## src/dbkfr_consts.vh

```
// Constants for the debug breakpoint and force reset block
// Operation
// - A 16-bit breakpoint match register holds the comparator address.
// - Register is off the memory map; only serial breakpoint commands reach it.
// - Breakpoint enable and force/tag select bits control the comparator.
// - Force reset writes accepted only from serial debug commands; others ignored.
// - Force reset register always reads back as zero in all bits.
// - Writing one to the force reset bit serially forces a full device reset.
// - With enable clear, breakpoint is off; select bit and address are ignored.
// - Select one forces background on match; zero tags opcode for queue end.
`ifndef DBKFR_CONSTS_VH
`define DBKFR_CONSTS_VH
`define DBKFR_BKPT_RESET 16'h0000
`define DBKFR_FRC_READ 8'h00
`define DBKFR_FRC_BIT 0
`define DBKFR_RST_PULSE 4'h4
`endif

```

## src/dbkfr_reset_pulse.v

```verilog
// Stretches a force reset request into a fixed-length reset pulse
`timescale 1ns/1ps
module dbkfr_reset_pulse
(
	input  wire       i_sys_clk,
	input  wire       i_rst_n,
	input  wire       i_trigger,
	output reg        o_reset_req
);
`include "dbkfr_consts.vh"
	reg [3:0] cnt_q;
	always @(posedge i_sys_clk)
	begin
		if (!i_rst_n)
		begin
			cnt_q       <= 4'h0;
			o_reset_req <= 1'b0;
		end
		else
		begin
			if (i_trigger)
				cnt_q <= `DBKFR_RST_PULSE;
			else if (cnt_q != 4'h0)
				cnt_q <= cnt_q - 4'h1;
			o_reset_req <= i_trigger | (cnt_q > 4'h1);
		end
	end
endmodule

```

## src/dbkfr_top.v

```verilog
// Breakpoint match register, comparator and debug force reset register
`timescale 1ns/1ps
module dbkfr_top
(
	input  wire        i_sys_clk,
	input  wire        i_rst_n,
	input  wire        i_write_breakpoint_command,
	input  wire        i_read_breakpoint_command,
	input  wire [15:0] i_bkpt_wdata,
	input  wire        i_frc_wr,
	input  wire        i_frc_wr_serial,
	input  wire        i_frc_rd,
	input  wire [7:0]  i_frc_wdata,
	input  wire        i_breakpoint_enable,
	input  wire        i_force_tag_select,
	input  wire [15:0] i_cpu_addr,
	input  wire        i_cpu_addr_valid,
	input  wire        i_opcode_fetch,
	output reg  [15:0] o_bkpt_rdata,
	output reg         o_bkpt_rvalid,
	output reg  [7:0]  o_frc_rdata,
	output reg         o_frc_rvalid,
	output reg         o_force_bgnd_req,
	output reg         o_tag_opcode,
	output reg         o_device_reset_req
);
`include "dbkfr_consts.vh"

	// ==========================================================
	// Shared functions

	// True when an enabled, valid CPU address equals the match value
	function addr_match;
		input        enable;
		input        valid;
		input [15:0] addr;
		input [15:0] match;
		begin
			addr_match = enable & valid & (addr == match);
		end
	endfunction

	// True for a serial debug write that sets the force reset bit
	function frc_request;
		input       wr;
		input       serial;
		input [7:0] wdata;
		begin
			frc_request = wr & serial & wdata[`DBKFR_FRC_BIT];
		end
	endfunction

	// ==========================================================
	// Declarations

	// Breakpoint match register, reachable only by debug commands
	reg  [15:0] breakpoint_match_address_q;
	reg  [15:0] breakpoint_match_address_d;

	// Next values of the read-back outputs
	reg  [15:0] bkpt_rdata_d;
	reg         bkpt_rvalid_d;
	reg  [7:0]  frc_rdata_d;
	reg         frc_rvalid_d;

	// Comparator results and their next values
	wire        force_hit;
	wire        tag_hit;
	reg         force_bgnd_d;
	reg         tag_opcode_d;

	// Force reset request path
	wire        frc_take;
	wire        rst_req;
	reg         device_reset_d;

	// ==========================================================
	// Breakpoint match register

	// Only the write breakpoint command loads the register
	always @*
	begin
		breakpoint_match_address_d = breakpoint_match_address_q;
		if (i_write_breakpoint_command)
			breakpoint_match_address_d = i_bkpt_wdata;
	end

	// The comparator sees a new value one cycle after the write
	always @(posedge i_sys_clk)
	begin
		if (!i_rst_n)
			breakpoint_match_address_q <= `DBKFR_BKPT_RESET;
		else
			breakpoint_match_address_q <= breakpoint_match_address_d;
	end

	// ==========================================================
	// Breakpoint read-back

	// Read data holds its last value between read commands
	always @*
	begin
		bkpt_rvalid_d = i_read_breakpoint_command;
		bkpt_rdata_d  = o_bkpt_rdata;
		if (i_read_breakpoint_command)
			bkpt_rdata_d = breakpoint_match_address_q;
	end

	always @(posedge i_sys_clk)
	begin
		if (!i_rst_n)
		begin
			o_bkpt_rdata  <= 16'h0000;
			o_bkpt_rvalid <= 1'b0;
		end
		else
		begin
			o_bkpt_rdata  <= bkpt_rdata_d;
			o_bkpt_rvalid <= bkpt_rvalid_d;
		end
	end

	// ==========================================================
	// Comparator

	// With the enable clear, select and match value are ignored
	assign force_hit = addr_match(i_breakpoint_enable, i_cpu_addr_valid,
		i_cpu_addr, breakpoint_match_address_q) &
		i_force_tag_select;

	// Tagging only makes sense on an opcode fetch
	assign tag_hit = addr_match(i_breakpoint_enable, i_cpu_addr_valid,
		i_cpu_addr, breakpoint_match_address_q) &
		~i_force_tag_select & i_opcode_fetch;

	// Select one forces background, select zero tags the opcode
	always @*
	begin
		force_bgnd_d = 1'b0;
		tag_opcode_d = 1'b0;
		case (i_force_tag_select)
			1'b1:
				force_bgnd_d = force_hit;
			1'b0:
				tag_opcode_d = tag_hit;
			default:
			begin
				force_bgnd_d = 1'b0;
				tag_opcode_d = 1'b0;
			end
		endcase
	end

	always @(posedge i_sys_clk)
	begin
		if (!i_rst_n)
		begin
			o_force_bgnd_req <= 1'b0;
			o_tag_opcode     <= 1'b0;
		end
		else
		begin
			o_force_bgnd_req <= force_bgnd_d;
			o_tag_opcode     <= tag_opcode_d;
		end
	end

	// ==========================================================
	// Force reset register

	// Writes from application code never reach the reset path
	assign frc_take = frc_request(i_frc_wr, i_frc_wr_serial,
		i_frc_wdata);

	// The register has no storage; every read returns zero
	always @*
	begin
		frc_rdata_d  = `DBKFR_FRC_READ;
		frc_rvalid_d = i_frc_rd;
	end

	always @(posedge i_sys_clk)
	begin
		if (!i_rst_n)
		begin
			o_frc_rdata  <= `DBKFR_FRC_READ;
			o_frc_rvalid <= 1'b0;
		end
		else
		begin
			o_frc_rdata  <= frc_rdata_d;
			o_frc_rvalid <= frc_rvalid_d;
		end
	end

	// ==========================================================
	// Device reset request

	// Stretch the one-cycle request so the system reset sees it;
	// a new request during the pulse restarts it
	dbkfr_reset_pulse u_pulse
	(
		.i_sys_clk   (i_sys_clk),
		.i_rst_n     (i_rst_n),
		.i_trigger   (frc_take),
		.o_reset_req (rst_req)
	);

	always @*
	begin
		device_reset_d = rst_req;
	end

	// Registered so the output comes straight from a flip-flop
	always @(posedge i_sys_clk)
	begin
		if (!i_rst_n)
			o_device_reset_req <= 1'b0;
		else
			o_device_reset_req <= device_reset_d;
	end
endmodule

```

## config.mk

```make
export PLATFORM = sky130hd
export DESIGN_NAME = dbkfr_top
export DESIGN_NICKNAME = d
export VERILOG_FILES = /design/src/dbkfr_reset_pulse.v /design/src/dbkfr_top.v
export VERILOG_INCLUDE_DIRS = /design/src
export SDC_FILE = /design/constraint.sdc
export NUM_CORES = 1
export LEC_CHECK = 0
export BUFFER_PORTS_ARGS = -buffer_cell sky130_fd_sc_hd__buf_2
export CAP_MARGIN = 20
export CORE_MARGIN = 5
export CORE_UTILIZATION = 42
export DETAILED_ROUTE_END_ITERATION = 6
export GPL_TIMING_DRIVEN = 0
export PLACE_DENSITY_LB_ADDON = 0.2
export SETUP_SLACK_MARGIN = 0.4
export SLEW_MARGIN = 10
export SYNTH_ARGS = -nofsm -noshare
export SYNTH_HDL_FRONTEND = slang
export SYNTH_SLANG_ARGS = --single-unit
```

## constraint.sdc

```tcl
create_clock -name i_sys_clk -period 1.24 [get_ports i_sys_clk]
set_clock_uncertainty 0.05 [all_clocks]
set_input_delay 0.372 -clock i_sys_clk [delete_from_list [all_inputs] [get_ports i_sys_clk]]
set_output_delay 0.372 -clock i_sys_clk [all_outputs]
set_load 0.005 [all_outputs]
```

==> metrics.txt <==
status complete, but fails checks; failing checks negative setup slack; Reg2Reg Setup Slack -0.13 ns; GPL Wtd Cong 0.775; Post-Synthesis Cells 180; worst-skew pair later-pin latency 0.30 ns; Total Wirelength 4.24 mm; number of buffers created by CTS 5; Port Buffers 62; vias in the first global route 1,507; Leak Pwr 1.30 nW; Startpoint Class register; Final Critical Period 1.37 ns; total grt overflow 0; clock tree sinks 42; first drt pass iteration count 4; Final nets 318; Clk pin slew, worst setup/hold paths 0.08 ns; Yosys reg bits 42; RSZ-0062 raised after global routing yes; final worst slack -0.131 ns; Root Buffer clkbuf_8; H-tree level count 2; Initial Util 42.6%; clk buf depth 2; Worst setup EP type register; CTS tree built; Fmax 730 MHz; fin util 63.0%; cell count after placement 301; register area share after synthesis 45.9%; Syn Std Cell Area 0.00183 mm2; initial antenna violation count 0; final non-filler cell total 318; total I/O pin count 80; Total GRT Usage 14.6%; CP Class register to register; Detail Route Antenna Nets 0; worst setup path end o_tag_opcode; Reg2Reg Depth 4; Req. time, crit path 1.40 ns; routed length per instance 13.3 um; layout cell share with drive strength beyond 1 53.0%; worst r2r dst o_tag_opcode; vias per inst 4.62; CP Data Arrival Time 1.53 ns; final hold violations 0; # DRC 0; largest net degree at the start of global routing 14; Synth-to-Final Area Change 47.8%; yosys warns 0; Worst Path Max Fanout 3; via count 1,468; number of diodes 0; HP Class input port to register; Hold Buf Count CTS 0; CORE AREA 0.00429 mm2; first-pass GRT wire length 6.90 mm; Min Hold Slack 0.248 ns; Worst IR Drop VDD 1.33 mV; dpl hpwl 3.03 mm; Rows 24; die area 0.00578 mm2; Pins Over Slew Limit 0; Die W 76.0 um; Critical Path Start breakpoint_match_address_q[3]; Power, Total 3.66 mW; Mean Syn Cell Area 10.2 um2; final setup fails 2; Final Cycle Share 111%; TNS Setup -0.256 ns; Pwr Density 1350 mW/mm2; Worst R2R Start breakpoint_match_address_q[3]; Initial DRC Count 41; max-cap violations 0; Distinct cells, synth 31; Die Ht 76.0 um
==> per-layer routing <==
layer	wire [um]	GRT usage (%)	vias up
met1	1760	16.5	656
met5	0	0	-
li1	-	-	759
met3	353	7.09	2
met2	2100	24.1	51
met4	19	4.63	0
==> synthesized netlist by cell type (all sizes together) <==
master	instances	area [um2]
nor4	3	25.0
a21oi	2	10.0
and3	1	6.26
dfxtp	42	841
a222oi	1	10.0
buf	12	80.1
xnor2	5	43.8
a22oi	1	7.51
o221ai	1	8.76
nand2b	2	12.5
nor2b	33	206
nand2	3	11.3
ha	2	25.0
clkbuf	4	15.0
a211oi	1	7.51
o22ai	2	12.5
or3	2	12.5
inv	8	30.0
nand3b	1	7.51
nand3	1	5.00
o21ai	1	5.00
o21a	2	15.0
nand4	2	12.5
and2	3	18.8
conb	1	3.75
nor2	5	18.8
mux2i	33	330
nor3	1	5.00
xor2	5	43.8
==> kinds of logic after synthesis <==
kind of cell / after synthesis / synth area share, %
AOI/OAI and AO/OA: 11 / 4.17
other: 1 / 0.205
xor gates and xnor gates: 10 / 4.78
DFF: 42 / 45.9
muxes: 33 / 18.0
and+or+nand+nor: 57 / 18.7
buffers and inverters: 24 / 6.84
adders and majority gates: 2 / 1.37
==> worst min path at each step <==
stage | cells past startpoint | startpoint | endpoint
2_1_floorplan | 1 | u_pulse.o_reset_req | o_device_reset_req
3_3_place_gp | 1 | u_pulse.o_reset_req | o_device_reset_req
3_5_place_dp | 1 | u_pulse.o_reset_req | o_device_reset_req
6_report | 2 | i_frc_rd | o_frc_rvalid
5_1_grt | 2 | i_frc_rd | o_frc_rvalid
4_1_cts | 2 | i_frc_rd | o_frc_rvalid
==> worst max-delay path, cell delays in order (launching register included) <==
cell and delay [ns]:
dfxtp_2 0.34, xnor2_2 0.16, nand4_1 0.12, or3_4 0.35
nor4_2 0.26
==> final cells by class <==
type	count	area [um2]
clock buffers	5	68.8
fillers	382	1590
well taps	52	65.1
multi-input cells	121	1020
plain buffers	16	196
flip-flops and latches	42	876
inverters	8	32.5
repair buffers	71	412
clock inverters	3	40.0
==> flip-flops by register name, indices dropped and copies added, names as in the netlist <==
name and cells:
o_bkpt_rdata 16, o_device_reset_req 1, o_frc_rvalid 1, u_pulse.o_reset_req 1
o_tag_opcode 1, u_pulse.cnt_q 4, breakpoint_match_address_q 16, o_bkpt_rvalid 1
o_force_bgnd_req 1
==> metrics by stage <==
stage          setup slack (ns)  cell area [um2]
2_1_floorplan           0.00252             2030
3_3_place_gp             -0.253             2400
3_5_place_dp             -0.315             2400
4_1_cts                  -0.124             2630
5_1_grt                  -0.212             2710
6_report                 -0.131             2710
==> power breakdown <==
part           leakage [nW]  switching [mW]  total [mW]  internal, mW
clock network        0.0579           0.465        1.06         0.593
logic                 0.885           0.425        1.00         0.579
registers             0.355           0.104        1.59          1.49
==> repair_timing <==
action,CTS,global route
setup endpoints to repair,28,28
pin swaps,5,4
buffers inserted,6,3
resized for setup,28,13
==> cell usage in the layout (no fill, tap or decap), types with 3 or more instances in the layout <==
cell type and n:
xnor2_2 5, xor2_1 5, buf_6 7, mux2i_1 33, dfxtp_1 18, conb_1 8
buf_2 59, and2_1 3, buf_4 13, nor2_1 3, clkbuf_8 8, inv_1 6
nor2b_1 33, dfxtp_2 22
(Power assumes the default switching activity.)
